`src/hdl/cbs_pkg.sv`:
```
/*
  Shared constants, types and helpers of the configuration bank switch controller.
  Assumes a single 40 MHz digital clock; step times are plain defaults to be tuned.
*/
package cbs_pkg;

  // ==========================================================================
  // Field widths
  localparam int ON_FIELD_W  = 4;
  localparam int OFF_FIELD_W = 3;
  localparam int TMR_W       = 16;

  // ==========================================================================
  // Timing: step times in their own unit, cycle counts derived (rounded up)
  localparam int CLK_PERIOD_PS = 25000;
  localparam int ON_STEP_NS    = 1000;
  localparam int OFF_STEP_NS   = 8000;
  localparam int ON_STEP_CYC   = (ON_STEP_NS * 1000 + CLK_PERIOD_PS - 1) / CLK_PERIOD_PS;
  localparam int OFF_STEP_CYC  = (OFF_STEP_NS * 1000 + CLK_PERIOD_PS - 1) / CLK_PERIOD_PS;

  // ==========================================================================
  // Status encoding and reset values
  localparam logic STATUS_BANK_A   = 1'b1;
  localparam logic STATUS_BANK_B   = 1'b0;
  localparam logic STATUS_RESET    = STATUS_BANK_A;
  localparam logic SEL_FIRST_RESET = 1'b0;
  localparam logic SEL_SECOND_RST  = 1'b0;
  localparam logic OSC_EN_RESET    = 1'b0;

  // ==========================================================================
  // Types
  typedef enum logic [1:0] {CBS_OFF, CBS_ON_A, CBS_ON_B} cbs_cfg_e;
  typedef enum logic {CBS_SCH_OFF, CBS_SCH_ON} cbs_sched_e;

  typedef struct packed {
    logic select_first_bank;
    logic select_second_bank;
    logic wake_osc_enable;
  } cbs_sel_s;

  typedef struct packed {
    logic [ON_FIELD_W-1:0]  on_time_a;
    logic [ON_FIELD_W-1:0]  on_time_b;
    logic [OFF_FIELD_W-1:0] off_time;
  } cbs_timing_s;

  // ==========================================================================
  // Duration in cycles of a field: (field + 1) steps
  function automatic logic [TMR_W-1:0] cbs_duration(input logic [ON_FIELD_W-1:0] field,
                                                    input int step_cyc);
    int tmp;
    tmp = (int'(field) + 1) * step_cyc;
    return tmp[TMR_W-1:0];
  endfunction : cbs_duration

endpackage : cbs_pkg

```
`src/hdl/cbs_edge_detect.sv`:
```
/*
  Rise and fall detector for a synchronous level.
  Assumes the input is already synchronous to clk.
*/
`timescale 1ns/1ps
module cbs_edge_detect (
  // Clock and reset
  input  wire logic clk,
  input  wire logic reset,
  input  wire logic clk_en,
  // Level and edges
  input  wire logic level,
  input  wire logic reset_level,
  output logic      rise,
  output logic      fall
);
  logic level_q;

  always_ff @(posedge clk)
  begin
    if (reset)
      level_q <= reset_level;
    else if (clk_en)
      level_q <= level;
  end

  assign rise = clk_en & level & ~level_q;
  assign fall = clk_en & ~level & level_q;
endmodule : cbs_edge_detect

```
`src/hdl/cbs_phase_timer.sv`:
```
/*
  Down counter for the on and off phases of the wake schedule.
  Assumes load is a one-cycle request; done pulses when the count expires.
*/
`timescale 1ns/1ps
module cbs_phase_timer #(
  parameter int W = 16
) (
  // Clock and reset
  input  wire logic         clk,
  input  wire logic         reset,
  input  wire logic         clk_en,
  // Control
  input  wire logic         load,
  input  wire logic [W-1:0] load_value,
  output logic              busy,
  output logic              done
);
  logic [W-1:0] cnt_q;

  always_ff @(posedge clk)
  begin
    if (reset)
      cnt_q <= '0;
    else if (clk_en)
    begin
      if (load)
        cnt_q <= load_value;
      else if (cnt_q != '0)
        cnt_q <= cnt_q - W'(1);
    end
  end

  assign busy = (cnt_q != '0);
  // Done must not look at load: the parent decides to reload from done
  assign done = clk_en & (cnt_q == W'(1));
endmodule : cbs_phase_timer

```
`src/hdl/cbs_bank_switch.sv`:
```
/*
  Configuration bank switch controller: picks which bank drives the receiver,
  alternates banks at wakeups and keeps the active bank status.
  Assumes all inputs are synchronous to clk; the SPI slave lives outside and
  reports a completed access by a pulse; the host keeps the pin and select rules.
*/
`timescale 1ns/1ps
module cbs_bank_switch
  import cbs_pkg::*;
#(
  parameter int ON_STEP  = cbs_pkg::ON_STEP_CYC,
  parameter int OFF_STEP = cbs_pkg::OFF_STEP_CYC
) (
  // Clock, reset, enable
  input  wire logic                clk,
  input  wire logic                reset,
  input  wire logic                clk_en,
  // Host pins
  input  wire logic                wake_pin,
  input  wire logic                wake_pin_driven,
  input  wire logic                wake_tied_high,
  input  wire logic                config_select_n,
  input  wire logic                spi_access_done,
  // Written configuration
  input  wire cbs_pkg::cbs_sel_s    sel_in,
  input  wire cbs_pkg::cbs_timing_s timing_in,
  // Receiver datapath
  input  wire logic                msg_active,
  // Results
  output logic                     active_bank_status,
  output logic                     receiver_on,
  output logic                     second_bank_drives,
  output cbs_pkg::cbs_sel_s         sel_applied
);
  import cbs_pkg::*;

  // ==========================================================================
  // Declarations
  cbs_sel_s           sel_q;
  logic               status_q;
  logic               status_d;
  cbs_cfg_e           cfg_q;
  cbs_cfg_e           cfg_d;
  cbs_sched_e         sched_q;
  logic               osc_mode_q;
  logic               cfg_rise;
  logic               wake_fall;
  logic               direct_mode;
  logic               pin_mode;
  logic               osc_mode;
  logic               alternating;
  logic               fixed_status;
  logic               host_forces;
  logic               want_on;
  logic               tmr_load;
  logic [TMR_W-1:0]   tmr_value;
  logic               tmr_busy;
  logic               tmr_done;
  logic               sched_on_end;

  // ==========================================================================
  // Edge detection
  cbs_edge_detect u_cfg_edge (
    .clk         (clk),
    .reset       (reset),
    .clk_en      (clk_en),
    .level       (config_select_n),
    .reset_level (1'b1),
    .rise        (cfg_rise),
    .fall        ()
  );

  cbs_edge_detect u_wake_edge (
    .clk         (clk),
    .reset       (reset),
    .clk_en      (clk_en),
    .level       (wake_pin),
    .reset_level (1'b0),
    .rise        (),
    .fall        (wake_fall)
  );

  // ==========================================================================
  // Applied selection: SPI writes stay pending until configuration mode ends
  always_ff @(posedge clk)
  begin
    if (reset)
    begin
      sel_q.select_first_bank  <= SEL_FIRST_RESET;
      sel_q.select_second_bank <= SEL_SECOND_RST;
      sel_q.wake_osc_enable    <= OSC_EN_RESET;
    end
    else if (clk_en && cfg_rise)
      sel_q <= sel_in;
  end

  // ==========================================================================
  // Mode decode
  assign osc_mode    = sel_q.wake_osc_enable;
  assign direct_mode = ~osc_mode & wake_tied_high;
  assign pin_mode    = ~osc_mode & ~wake_tied_high;

  // Both selects in direct control would be illegal; bank A is the safe answer
  assign alternating = sel_q.select_first_bank & sel_q.select_second_bank
                     & ~direct_mode;

  always_comb
  begin
    if (!sel_q.select_second_bank)
      fixed_status = STATUS_BANK_A;
    else if (!sel_q.select_first_bank)
      fixed_status = STATUS_BANK_B;
    else
      fixed_status = STATUS_BANK_A;
  end

  // Host drive of the pin wins over the oscillator
  assign host_forces = osc_mode & wake_pin_driven;

  // ==========================================================================
  // Wake schedule: free-running off/on sequence, never stretched by the
  // state actually taken, so a held state cannot shift later phases
  assign sched_on_end = (sched_q == CBS_SCH_ON) & tmr_done;

  always_comb
  begin
    tmr_load  = 1'b0;
    tmr_value = '0;
    if (osc_mode && alternating && spi_access_done)
    begin
      tmr_load  = 1'b1;
      tmr_value = cbs_duration(timing_in.on_time_a, ON_STEP);
    end
    else if (osc_mode && (tmr_done || !tmr_busy))
    begin
      tmr_load = 1'b1;
      if (sched_q == CBS_SCH_OFF && tmr_done)
      begin
        if (status_q == STATUS_BANK_A)
          tmr_value = cbs_duration(timing_in.on_time_a, ON_STEP);
        else
          tmr_value = cbs_duration(timing_in.on_time_b, ON_STEP);
      end
      else
        tmr_value = cbs_duration(ON_FIELD_W'(timing_in.off_time), OFF_STEP);
    end
  end

  cbs_phase_timer #(
    .W (TMR_W)
  ) u_timer (
    .clk        (clk),
    .reset      (reset),
    .clk_en     (clk_en),
    .load       (tmr_load),
    .load_value (tmr_value),
    .busy       (tmr_busy),
    .done       (tmr_done)
  );

  always_ff @(posedge clk)
  begin
    if (reset)
    begin
      sched_q    <= CBS_SCH_OFF;
      osc_mode_q <= OSC_EN_RESET;
    end
    else if (clk_en)
    begin
      osc_mode_q <= osc_mode;
      if (!osc_mode)
        sched_q <= CBS_SCH_OFF;
      else if (alternating && spi_access_done)
        sched_q <= CBS_SCH_ON;
      else if (tmr_load && tmr_done)
        sched_q <= (sched_q == CBS_SCH_OFF) ? CBS_SCH_ON : CBS_SCH_OFF;
      else if (!osc_mode_q)
        sched_q <= CBS_SCH_OFF;
    end
  end

  // ==========================================================================
  // Active bank status
  always_comb
  begin
    status_d = status_q;
    if (!alternating)
      status_d = fixed_status;
    else if (spi_access_done)
      status_d = STATUS_BANK_A;
    else if (pin_mode && wake_fall)
      status_d = ~status_q;
    else if (osc_mode && sched_on_end && !(host_forces && wake_pin))
      status_d = ~status_q;
  end

  always_ff @(posedge clk)
  begin
    if (reset)
      status_q <= STATUS_RESET;
    else if (clk_en)
      status_q <= status_d;
  end

  // ==========================================================================
  // Receiver configuration state
  always_comb
  begin
    if (direct_mode)
      want_on = 1'b1;
    else if (pin_mode)
      want_on = wake_pin;
    else if (host_forces)
      want_on = wake_pin;
    else
      want_on = (sched_q == CBS_SCH_ON);
  end

  always_comb
  begin
    cfg_d = cfg_q;
    // A message being received pins the current bank state
    if (cfg_q != CBS_OFF && msg_active)
      cfg_d = cfg_q;
    else if (!want_on)
      cfg_d = CBS_OFF;
    else if (status_d == STATUS_BANK_A)
      cfg_d = CBS_ON_A;
    else
      cfg_d = CBS_ON_B;
  end

  always_ff @(posedge clk)
  begin
    if (reset)
      cfg_q <= CBS_OFF;
    else if (clk_en)
      cfg_q <= cfg_d;
  end

  // ==========================================================================
  // Registered outputs
  always_ff @(posedge clk)
  begin
    if (reset)
    begin
      active_bank_status <= STATUS_RESET;
      receiver_on        <= 1'b0;
      second_bank_drives <= 1'b0;
      sel_applied        <= '0;
    end
    else if (clk_en)
    begin
      active_bank_status <= status_d;
      receiver_on        <= (cfg_d != CBS_OFF);
      second_bank_drives <= (cfg_d == CBS_ON_B);
      sel_applied        <= cfg_rise ? sel_in : sel_q;
    end
  end

endmodule : cbs_bank_switch

```
`config.mk`:
```
export PLATFORM = sky130hd
export DESIGN_NAME = cbs_bank_switch
export DESIGN_NICKNAME = d
export VERILOG_FILES = /design/src/hdl/cbs_pkg.sv /design/src/hdl/cbs_edge_detect.sv /design/src/hdl/cbs_phase_timer.sv /design/src/hdl/cbs_bank_switch.sv
export SDC_FILE = /design/constraint.sdc
export NUM_CORES = 1
export LEC_CHECK = 0
export BUFFER_PORTS_ARGS = -buffer_cell sky130_fd_sc_hd__buf_4
export CAP_MARGIN = 20
export CELL_PAD_IN_SITES_DETAIL_PLACEMENT = 0
export CELL_PAD_IN_SITES_GLOBAL_PLACEMENT = 1
export CORE_UTILIZATION = 44
export CTS_CLUSTER_SIZE = 24
export DETAILED_ROUTE_END_ITERATION = 10
export PLACE_DENSITY_LB_ADDON = 0.1
export SLEW_MARGIN = 20
export SYNTH_ARGS = -nofsm -noshare
export SYNTH_HDL_FRONTEND = slang
export SYNTH_SLANG_ARGS = --single-unit
```
`constraint.sdc`:
```
create_clock -name clk -period 3.2 [get_ports clk]
set_clock_uncertainty 0.2 [all_clocks]
set_input_delay 0.16 -clock clk [delete_from_list [all_inputs] [get_ports clk]]
set_output_delay 0.16 -clock clk [all_outputs]
set_load 0.02 [all_outputs]
```
# Word level (Yosys, flattened, before mapping)
# Index checks and enable logic that the tools add are counted.
# totals
regBits,31
latch_bits,0
ram_bits,0
rom_bits,0
n_memories,0
# op_classes
n_addsub,4
n_mul,3
div,0
n_lt_le_gt_ge,0
eq_ne,3
n_shift,0
muxes,26
n_bitwise,18
reduce_logical,21
# ops
operator,count
16-bit 2-to-1 mux,5
16-bit by 1-bit == test with 1-bit output (second input constant),1
5-bit by 3-bit multiplier with 8-bit output (second input constant),2
1-bit 2-to-1 mux,16
16-bit nonzero test,1
16-bit by 1-bit subtractor with 16-bit output (second input constant),1
1-bit logical AND,12
1-bit AND,11
11-bit 2-to-1 mux,1
4-bit by 1-bit adder with 5-bit output (second input constant),2
4-bit by 3-bit multiplier with 7-bit output (second input constant),1
1-bit inverter,7
2-bit 2-to-1 mux,3
2-bit nonzero test,3
3-bit by 1-bit adder with 4-bit output (second input constant),1
4-bit by 2-bit != test with 1-bit output (second input constant),1
2-bit AND reduction,2
3-bit 2-to-1 mux,1
2-bit == test (second input constant),1
1-bit logical NOT,2
1-bit logical OR,1

# Logic depth before layout (Yosys ltp)
# Gate-level depths: netlist of the first run.
# logic_depth
ltp_word,13
ltp_mapped,11

# By module
# From an unflattened synthesis of the first run, not the netlist that was laid out.
# unflattened
hier_cells,367
area_unflattened_um2,2844.0
# modules_own_cells
module,n_inst,cells_per_inst,area_each_um2
cbs_bank_switch,1,196,1461.4
cbs_phase_timer,1,161,1244.9
cbs_edge_detect,2,5,68.8

# Worst setup path after synthesis of the first run
# No wires, ideal clock.
# synth_timing
kind,input port to flip-flop
startpoint,input port timing_in[7] (netlist name)
endpoint,register u_timer.cnt_q[9]
setup_ns,0.060
arrival_ns,2.319
t_required_ns,2.940
setup_slack_ns,0.621
cell_stages,11
n_path_buf,1
path_cell_list,ha_1 -> and3_1 -> clkbuf_1 -> ha_1 -> ha_1 -> a21o_1 -> maj3_1 -> nand2_1 -> nand3_1 -> a311oi_1 -> o31a_1
# synth_between
elab_chain_len,7
# synth_rtl
item,line,text
"start, declared",cbs_bank_switch.sv:26,"input wire cbs_pkg::cbs_timing_s timing_in,"
4-bit by 1-bit adder with 5-bit output (*),cbs_pkg.sv:52,tmp = (int'(field) + 1) * step_cyc;
5-bit by 3-bit multiplier with 8-bit output (*),cbs_pkg.sv:52,
11-bit 2-to-1 mux,cbs_bank_switch.sv:139,if (status_q == STATUS_BANK_A)
16-bit 2-to-1 mux,cbs_bank_switch.sv:137,if (sched_q == CBS_SCH_OFF && tmr_done)
16-bit 2-to-1 mux,cbs_bank_switch.sv:134,else if (osc_mode && (tmr_done || !tmr_busy))
16-bit 2-to-1 mux (*),cbs_bank_switch.sv:129,if (osc_mode && alternating && spi_access_done)
16-bit 2-to-1 mux (*),cbs_phase_timer.sv:27,if (load)
"end signal, assigned",cbs_phase_timer.sv:28,cnt_q <= load_value;
"end signal, assigned",cbs_phase_timer.sv:30,cnt_q <= cnt_q - W'(1);
"end, declared",cbs_phase_timer.sv:19,logic [W-1:0] cnt_q;
# Mark *: on every way between the ends. The rest lies on a longest branch, timed or not.
# A chain may end at the register's enable or synchronous reset.

# Worst setup path after layout of the first run
# layout_timing
startpoint,register u_timer.cnt_q[4]
endpoint,register u_timer.cnt_q[3]
# layout_between
elab_chain_len,8
elab_cells_between_ends,15
# layout_rtl
item,line
16-bit by 1-bit == test with 1-bit output or 16-bit nonzero test (tied branches),"cbs_phase_timer.sv:36, cbs_phase_timer.sv:29, cbs_phase_timer.sv:34"
1-bit AND or 1-bit logical NOT (tied branches),"cbs_phase_timer.sv:36, cbs_bank_switch.sv:134"
1-bit logical OR,cbs_bank_switch.sv:134
1-bit logical AND,cbs_bank_switch.sv:134
1-bit 2-to-1 mux,cbs_bank_switch.sv:134
1-bit 2-to-1 mux,cbs_bank_switch.sv:129
2-bit nonzero test (no source line),-
2-bit AND reduction (no source line),-
# Parallel ways exist; a longest one is shown, timed or not.

==> metrics.md, run 1 <==
| Metric | Value |
|---|---|
| Setup TNS | 0 ps |
| Ports | 29 |
| Syn nets | 350 |
| Nets | 382 |
| Async S/R FF share, synth | 0 |
| Hpwl dp | 4.65 mm |
| #FFs+latches synth | 31 |
| Remaining global-route overflow | 0 |
| # placed instances | 395 |
| Sequential area share after synthesis | 0.252 |
| Die Y | 76.8 µm |
| Core area | 5240 µm² |
| TritonCTS Buffers | 5 |
| Die ar. | 5890 µm² |
| Crit Path Class | register to register |
| Final Hold Fails | 0 |
| Area of the multi-input gates | 1750 µm² |
| Element type at the critical path start | register |
| CTS Buffer Depth | 2 |
| Slowest-stage cell, CP | or4_4 |
| Cell leakage power | 1.16 nW |
| Worst Setup SP | u_timer.cnt_q[4] |
| Drc violations | 0 |
| Origin of the worst min-delay path | msg_active |
| Max VDD drop | 0.404 mV |
| Die width | 76.8 µm |
| PortBufs | 28 |
| Average cell area after synthesis | 8.06 µm² |
| Post-synth EDFFs | 0 |
| Routed vias/inst | 5.71 |
| Initial DRC count | 141 |
| Synth warn | 0 |
| Final wirelength | 6.12 mm |
| Number of global-route vias before repair | 2246 |
| Clk_lat worst skew | 280 ps |
| Element type at the critical path end | register |
| Largest net degree at the start of global routing | 31 |
| First-pass iteration count of the detailed router | 4 |
| Initial core utilization | 0.469 |
| Critical path cell sequence | or4_4 -> nor3_1 -> a31oi_1 -> a221oi_1 -> o22ai_1 |
| FF-to-FF End | u_timer.cnt_q[3] |
| Synth unique cells | 58 |
| Hold EP | cfg_q[0] |
| Period utilization | 0.866 |
| Ys flop type | dfxtp_1 |
| Max FO, Critical Path | 7 |
| Syn Inst Count | 305 |
| Pwr per Cell Area | 733 nW/µm² |
| Final cell count without fillers | 407 |
| Post-synthesis cell area | 2460 µm² |
| Area Overhead vs Synth | 16.7% |
| Worst hold slack | 40.4 ps |
| Final GP Congestion | 0.794 |
| R2R setup slack | 430 ps |
| Final ANT Viol Nets | 0 |
| Critical Path RT | 3160 ps |
| RSZ-0062 raised after global routing | no |
| Routed len/inst | 15.0 µm |
| Reg area | 621 µm² |
| Worst Path Arrival | 2730 ps |
| Post-CTS Resized | 0 |
| Hold Path Depth | 3 |
| # rows | 26 |
| First-pass GRT wire length | 10.7 mm |
| Slowest Stage Delay on Critical Path | 550 ps |
| Final Critical Period | 2770 ps |
| Fin area | 2870 µm² |
| DR vias | 2322 |
| Max-cap violation count | 0 |
| Worst-Margin Slew | 806 ps |
| Delay-heaviest family, CP | simple AND/OR/NAND/NOR gates |
| FMAX | 361 MHz |
| Initial antenna violation count | 0 |
| Final Slew Violations | 0 |
| Fill cell count | 530 |
| Worst Path Buf+Inv | 0 |
| H-tree depth | 2 |
| Slew margin rel. | 0.457 |
| CTS tree | done |
| Num Clock Sinks | 31 |
| Status | finished clean |
| N_diodes | 0 |
| Final setup viols | 0 |
| HP Class | primary input to register |
| RR Startpoint | u_timer.cnt_q[4] |
| Finished Core Util | 0.548 |
| Share of layout cells above drive strength 1 | 0.145 |
| Area after DPL | 2730 µm² |
| Reg clk slew, reported paths | 70 ps |
| Worst reg-to-reg path cell count | 5 |
| Global Route Usage Sum | 0.226 |
| Clock root buffer | clkbuf_8 |
## layout by cell type, fill, tap and decap left out, types with 5 or more instances in the layout
| master | netlist | final |
|---|---|---|
| o21ai_0 | 15 | 15 |
| xor2_1 | 9 | 9 |
| mux2i_1 | 8 | 8 |
| o22ai_1 | 5 | 5 |
| ha_1 | 19 | 19 |
| nand2b_1 | 5 | 5 |
| buf_4 | 0 | 32 |
| nor2b_1 | 5 | 5 |
| a211oi_1 | 6 | 6 |
| dlygate4sd3_1 | 0 | 5 |
| a21oi_1 | 18 | 18 |
| inv_1 | 8 | 8 |
| clkbuf_8 | 0 | 6 |
| xnor2_1 | 10 | 10 |
| a31oi_1 | 5 | 5 |
| nand3_1 | 14 | 14 |
| nand4_1 | 10 | 10 |
| nor2_1 | 33 | 33 |
| nor3_1 | 9 | 9 |
| dfxtp_1 | 31 | 31 |
| nand2_1 | 27 | 27 |
## worst register-to-register path: cells and delay by family (launching register included)
family,cells,cell delay (ps)
compound gates,3,990
simple gates,2,1100
flops,1,350
## area by class of cell
class                           count  area share
Tap cell                           70      0.0305
Clock inverter                      1     0.00174
Multi-Input combinational cell    254       0.611
Timing Repair Buffer               37       0.101
Clock buffer                        6      0.0288
Inverter                            8      0.0105
Sequential cell                    31       0.216
## Yosys cell counts (6+ instances only)
cell type	number	area [µm²]
o21ai_0	15	75.1
nand3_1	14	70.1
mux2i_1	8	80.1
a21oi_1	18	90.1
nand2_1	27	101
nand4_1	10	62.6
clkbuf_1	7	26.3
a211oi_1	6	45.0
xor2_1	9	78.8
nor2_1	33	124
dfxtp_1	31	621
nor3_1	9	45.0
inv_1	8	30.0
xnor2_1	10	87.6
ha_1	19	238
## stage by stage
stage                     setup slack, ps  power, mW
after floorplan                       621       1.49
after global placement                450       1.76
final                                 429       2.10
after detailed placement              413       1.77
after global routing                  291       2.29
after CTS                             482       2.10
## cells by family after synthesis
family,synth area share
xor gates and xnor gates,0.0677
AOI/OAI and AO/OA,0.204
muxes,0.0372
adders and majority gates,0.129
DFF,0.252
and+or+nand+nor,0.275
buffers and inverters,0.0346
## sequential cells by signal, summed over array words and instances (netlist names)
name and cells:
receiver_on 1, osc_mode 1, cfg_q 2, active_bank_status 1
second_bank_drives 1, sel_q 2, sel_applied 3, u_wake_edge.level_q 1
u_cfg_edge.level_q 1, sched_q 1, u_timer.cnt_q 16, osc_mode_q 1
## layer usage
layer / global-route usage / share of wire
met5: 0 / 0
met4: 0.0635 / 0.0059
met3: 0.0607 / 0.045
met2: 0.352 / 0.44
met1: 0.303 / 0.50
## where the power goes
group / switching (mW) / total (mW) / internal [mW] / leakage, nW
registers: 0.111 / 0.598 / 0.487 / 0.254
clock network: 0.148 / 0.317 / 0.169 / 0.0470
logic: 0.688 / 1.19 / 0.500 / 0.856
total: 0.946 / 2.10 / 1.16 / 1.16
## worst max path at each step
stage | to | slack (ps) | cells after the start
4_1_cts | u_timer.cnt_q[3] | 480 | 5
3_5_place_dp | u_timer.cnt_q[9] | 410 | 11
3_3_place_gp | u_timer.cnt_q[9] | 450 | 11
5_1_grt | u_timer.cnt_q[3] | 290 | 5
6_report | u_timer.cnt_q[3] | 430 | 5
2_1_floorplan | u_timer.cnt_q[9] | 620 | 11
## timing repair
action	CTS	global route
hold buffers	5	0
setup buffers	0	0
endpoints found under the hold margin	5	0
endpoints found under the setup margin	0	0
Power figures use the tool's default switching activity.
==> inputs of run 2 (changes only) <==
- PLACE_DENSITY: unset -> 0.78
- PLACE_DENSITY_LB_ADDON: 0.1 -> unset
==> metrics.md, run 2 (synthesized netlist as in run 1, its figures left out) <==
| Metric | Value |
|---|---|
| Ports | 29 (unchanged) |
| CTS Buffer Depth | 2 (unchanged) |
| Pwr per Cell Area | 743 nW/µm² (was 733 nW/µm²) |
| Slew margin rel. | 0.460 (was 0.457) |
| First-pass GRT wire length | 10.5 mm (was 10.7 mm) |
| N_diodes | 0 (unchanged) |
| Worst Path Arrival | 2730 ps (about the same) |
| Num Clock Sinks | 31 (unchanged) |
| Top flop regs | u_timer.cnt_q (16), sel_applied (3) (unchanged) |
| Routed vias/inst | 5.72 (was 5.71) |
| Die ar. | 5890 µm² (unchanged) |
| Area after DPL | 2720 µm² (was 2730 µm²) |
| Crit Path Class | register to register (unchanged) |
| Max VDD drop | 0.418 mV (was 0.404 mV) |
| H-tree depth | 2 (unchanged) |
| Levels on crit path | 5 (unchanged) |
| Number of global-route vias before repair | 2198 (was 2246) |
| Hold Path Depth | 3 (unchanged) |
| Final worst slack | 432 ps (was 429 ps) |
| Routed len/inst | 15.3 µm (was 15.0 µm) |
| Dpl ws | 390 ps (was 413 ps) |
| Max FO, Critical Path | 7 (unchanged) |
| Worst reg-to-reg path cell count | 5 (unchanged) |
| Initial antenna violation count | 0 (unchanged) |
| Element type at the critical path end | register (unchanged) |
| DR vias | 2327 (was 2322) |
| Status | finished clean (unchanged) |
| Clock root buffer | clkbuf_8 (unchanged) |
| Global Route Usage Sum | 0.223 (was 0.226) |
| Area Overhead vs Synth | 16.9% (was 16.7%) |
| Share of layout cells above drive strength 1 | 0.142 (was 0.145) |
| Hpwl dp | 4.62 mm (was 4.65 mm) |
| Core area | 5240 µm² (unchanged) |
| Element type at the critical path start | register (unchanged) |
| Clk_lat worst skew | 290 ps (was 280 ps) |
| Final Hold Fails | 0 (unchanged) |
| Period utilization | 0.865 (was 0.866) |
| Final setup viols | 0 (unchanged) |
| Final Critical Period | 2770 ps (about the same) |
| Worst-Margin Slew | 803 ps (was 806 ps) |
| Critical path cell sequence | or4_4 -> nor3_1 -> a31oi_1 -> a221oi_1 -> o22ai_1 (unchanged) |
| Slowest Stage Delay on Critical Path | 560 ps (was 550 ps) |
| # placed instances | 394 (was 395) |
| Cell leakage power | 1.16 nW (about the same) |
| Remaining global-route overflow | 0 (unchanged) |
| Delay-heaviest family, CP | simple AND/OR/NAND/NOR gates (unchanged) |
| Biggest register | u_timer.cnt_q (unchanged) |
| Worst Setup SP | u_timer.cnt_q[4] (unchanged) |
| Post-CTS setup buffer count | 0 (unchanged) |
| RR Startpoint | u_timer.cnt_q[4] (unchanged) |
| Die width | 76.8 µm (unchanged) |
| Commonest cells after routing, fill and taps aside | nor2_1 (33), dfxtp_1 (31), buf_4 (31) (was nor2_1 (33), buf_4 (32), dfxtp_1 (31)) |
| Initial DRC count | 94 (was 141) |
| Die Y | 76.8 µm (unchanged) |
| Origin of the worst min-delay path | msg_active (unchanged) |
| First-pass iteration count of the detailed router | 4 (unchanged) |
| Slowest-stage cell, CP | or4_4 (unchanged) |
| Drc violations | 0 (unchanged) |
| Setup TNS | 0 ps (unchanged) |
| Max-cap violation count | 0 (unchanged) |
| Reg clk slew, reported paths | 70 ps (about the same) |
| HP Class | primary input to register (unchanged) |
| Final ANT Viol Nets | 0 (unchanged) |
| Final cell count without fillers | 407 (unchanged) |
| R2R setup slack | 430 ps (about the same) |
| Largest net degree at the start of global routing | 31 (unchanged) |
| Worst Path Buf+Inv | 0 (unchanged) |
| PortBufs | 28 (unchanged) |
| CTS tree | done (unchanged) |
| # rows | 26 (unchanged) |
| Fin area | 2870 µm² (about the same) |
| Final GP Congestion | 0.782 (was 0.794) |
| Commonest non-fill, non-tap cell in the layout | nor2_1 (unchanged) |
| FMAX | 361 MHz (about the same) |
| Nets | 381 (was 382) |
| Largest register FFs | 16 (unchanged) |
| TritonCTS Buffers | 5 (unchanged) |
| RSZ-0062 raised after global routing | no (unchanged) |
| Final wirelength | 6.21 mm (was 6.12 mm) |
| Initial core utilization | 0.469 (unchanged) |
| Critical Path RT | 3160 ps (about the same) |
| Final Slew Violations | 0 (unchanged) |
run 2: cell types whose count changed in the layout (fill, tap and decap cells not counted):
| cell | previous run | this run |
|---|---|---|
| clkbuf_1 | 0 | 1 |
| buf_4 | 32 | 31 |
| clkinv_2 | 1 | 0 |
| clkbuf_8 | 6 | 7 |
run 2: stage by stage:
step / util / power, mW / hold slack, ps
floorplan: - / 1.49 / 82.4
global placement: 0.520 / 1.77 / 180
detailed placement: 0.520 / 1.76 / 184
CTS: 0.549 / 2.13 / 23.1
global route: 0.549 / 2.30 / 62.6
finish: 0.549 / 2.14 / 30.0
run 2: layer usage:
layer  GRT usage  up-vias  wire, µm
li1            -     1189         -
met1       0.306     1080      3050
met2       0.351       50      2890
met3      0.0405        8       193
met4      0.0712        0        70
met5           0        -         0
run 2: path summary, 6_finish.rpt:
path	endpoint
worst min register to register	cfg_q[1]
worst max register to register	u_timer.cnt_q[3]
worst min-delay path	cfg_q[0]
worst max-delay path	u_timer.cnt_q[3]
run 2: final cells by class:
type | instances | area, µm²
repair buffers | 36 | 283
well taps | 70 | 87.6
clock buffers | 8 | 100
multi-input cells | 254 | 1750
flip-flops and latches | 31 | 621
inverters | 8 | 30.0
fillers | 529 | 2360
run 2: tightest hold or removal path, stage by stage:
cell      delay, ps
buf_4            90
nand2b_1        110
a32o_1          120
run 2: where the power goes:
| group | total (mW) | leakage [nW] | switching (mW) | internal (mW) |
|---|---|---|---|---|
| Clock | 0.349 | 0.0515 | 0.153 | 0.196 |
| Combinational | 1.18 | 0.851 | 0.684 | 0.500 |
| Sequential | 0.602 | 0.254 | 0.114 | 0.487 |
run 2: timing repair:
action,4_1_cts,5_1_grt
hold buffers,5,0
hold endpoints to repair,5,0
resized for setup,0,0
==> inputs of run 3 (changes only) <==
- GPL_TIMING_DRIVEN: unset -> 0
- MAX_ROUTING_LAYER: unset -> met4
==> metrics.md, run 3 (synthesized netlist as in run 1, its figures left out) <==
| Metric | Value |
|---|---|
| Status | finished clean (unchanged) |
| Top flop regs | u_timer.cnt_q (16), sel_applied (3) (unchanged) |
| Setup TNS | 0 ps (unchanged) |
| Critical Path RT | 3150 ps (was 3160 ps) |
| Final Critical Period | 2750 ps (was 2770 ps) |
| Max VDD drop | 0.347 mV (was 0.418 mV) |
| Delay-heaviest family, CP | simple AND/OR/NAND/NOR gates (unchanged) |
| Num Clock Sinks | 31 (unchanged) |
| Nets | 390 (was 381) |
| Max FO, Critical Path | 8 (was 7) |
| Final GP Congestion | 0.851 (was 0.782) |
| Biggest register | u_timer.cnt_q (unchanged) |
| Finished Core Util | 0.551 (was 0.549) |
| Final ANT Viol Nets | 0 (unchanged) |
| Reg clk slew, reported paths | 70 ps (about the same) |
| Worst-Margin Slew | 779 ps (was 803 ps) |
| Global Route Usage Sum | 0.240 (was 0.223) |
| Die ar. | 5890 µm² (unchanged) |
| Cell leakage power | 1.16 nW (about the same) |
| HP Class | primary input to register (unchanged) |
| Drc violations | 0 (unchanged) |
| Period utilization | 0.860 (was 0.865) |
| H-tree depth | 2 (unchanged) |
| Routed len/inst | 15.4 µm (was 15.3 µm) |
| Final Hold Fails | 0 (unchanged) |
| Final wirelength | 6.41 mm (was 6.21 mm) |
| Initial antenna violation count | 0 (unchanged) |
| Clk_lat worst skew | 280 ps (was 290 ps) |
| Routed vias/inst | 5.72 (about the same) |
| Worst Path Arrival | 2700 ps (was 2730 ps) |
| First-pass GRT wire length | 11.0 mm (was 10.5 mm) |
| Area Overhead vs Synth | 17.5% (was 16.9%) |
| Final setup viols | 0 (unchanged) |
| CTS Buffer Depth | 2 (unchanged) |
| Largest net degree at the start of global routing | 11 (was 31) |
| Post-CTS Resized | 0 (unchanged) |
| Ports | 29 (unchanged) |
| PortBufs | 28 (unchanged) |
| Die Y | 76.8 µm (unchanged) |
| # rows | 26 (unchanged) |
| Initial core utilization | 0.469 (unchanged) |
| Final Slew Violations | 0 (unchanged) |
| Die width | 76.8 µm (unchanged) |
| Post-CTS setup buffer count | 0 (unchanged) |
| Largest register FFs | 16 (unchanged) |
| Slowest Stage Delay on Critical Path | 650 ps (was 560 ps) |
| TritonCTS Buffers | 5 (unchanged) |
| First-pass iteration count of the detailed router | 4 (unchanged) |
| Remaining global-route overflow | 0 (unchanged) |
| Worst Path Buf+Inv | 0 (unchanged) |
| Max-cap violation count | 0 (unchanged) |
| Number of global-route vias before repair | 2334 (was 2198) |
| Slew margin rel. | 0.477 (was 0.460) |
| Clock root buffer | clkbuf_8 (unchanged) |
| # hold bufs at CTS | 5 (unchanged) |
| CTS tree | done (unchanged) |
| Slowest-stage cell, CP | o21ai_1 (was or4_4) |
| Commonest cells after routing, fill and taps aside | nor2_1 (33), dfxtp_1 (31), buf_4 (28) (was nor2_1 (33), dfxtp_1 (31), buf_4 (31)) |
| Commonest non-fill, non-tap cell in the layout | nor2_1 (unchanged) |
| Initial DRC count | 94 (unchanged) |
| Critical path cell sequence | or4_4 -> or3_4 -> o21ai_1 -> nor3_1 -> a21oi_1 -> a21oi_1 (was or4_4 -> nor3_1 -> a31oi_1 -> a221oi_1 -> o22ai_1) |
| FMAX | 363 MHz (was 361 MHz) |
| Worst hold slack | 33.3 ps (was 30.0 ps) |
| Element type at the critical path end | register (unchanged) |
| Crit-path most repeated cell | a21oi_1 |
| Fill cell count | 536 (was 529) |
| DR vias | 2378 (was 2327) |
| Element type at the critical path start | register (unchanged) |
| Crit Path Class | register to register (unchanged) |
| Pwr per Cell Area | 723 nW/µm² (was 743 nW/µm²) |
| Hpwl dp | 4.93 mm (was 4.62 mm) |
| RSZ-0062 raised after global routing | no (unchanged) |
| N_diodes | 0 (unchanged) |
| Share of layout cells above drive strength 1 | 0.136 (was 0.142) |
| Core area | 5240 µm² (unchanged) |
run 3: worst min-delay path: cells and delay by family:
family          cells  cell delay, ps
simple gates        1              30
buf+inv             1              80
compound gates      1             190
run 3: routing by layer:
| metal | global-route usage | vias up | routed length (µm) |
|---|---|---|---|
| met3 | 0.0464 | 4 | 281 |
| met4 | 0.0519 | 0 | 32 |
| li1 | - | 1211 | - |
| met1 | 0.321 | 1107 | 3230 |
| met5 | - | - | 0 |
| met2 | 0.372 | 56 | 2870 |
run 3: path summary, 6_finish.rpt:
| kind | start | to | slack, ps | depth (start not counted) |
|---|---|---|---|---|
| worst max-delay path | u_timer.cnt_q[8] | u_timer.cnt_q[12] | 450 | 6 |
| worst min-delay path | reset | cfg_q[0] | 30 | 3 |
| worst max register to register | u_timer.cnt_q[8] | u_timer.cnt_q[12] | 450 | 6 |
| worst min register to register | cfg_q[1] | cfg_q[1] | 280 | 2 |
run 3: final cells by class:
type                       count  area (µm²)  area share
buffer                        12        55.1      0.0191
clock buffer                   7        76.3      0.0264
clock inverter                 1        5.00     0.00173
inverter                       8        30.0      0.0104
multi-input combinational    254        1750       0.607
sequential                    31         621       0.215
tap                           70        87.6      0.0303
timing repair buffer          33         260      0.0901
run 3: stage by stage:
step                instances  total power [mW]  setup slack, ps  cell area, µm²
global placement          403              1.77              218            2760
global route              416              2.27              296            2890
CTS                       416              2.08              488            2890
finish                    416              2.09              447            2890
floorplan                 305              1.49              621            2460
detailed placement        403              1.77              218            2760
run 3: power by group:
part	switching [mW]	internal [mW]	leakage [nW]
Combinational	0.690	0.499	0.859
Sequential	0.110	0.487	0.254
Clock	0.148	0.153	0.0422
Total	0.948	1.14	1.16
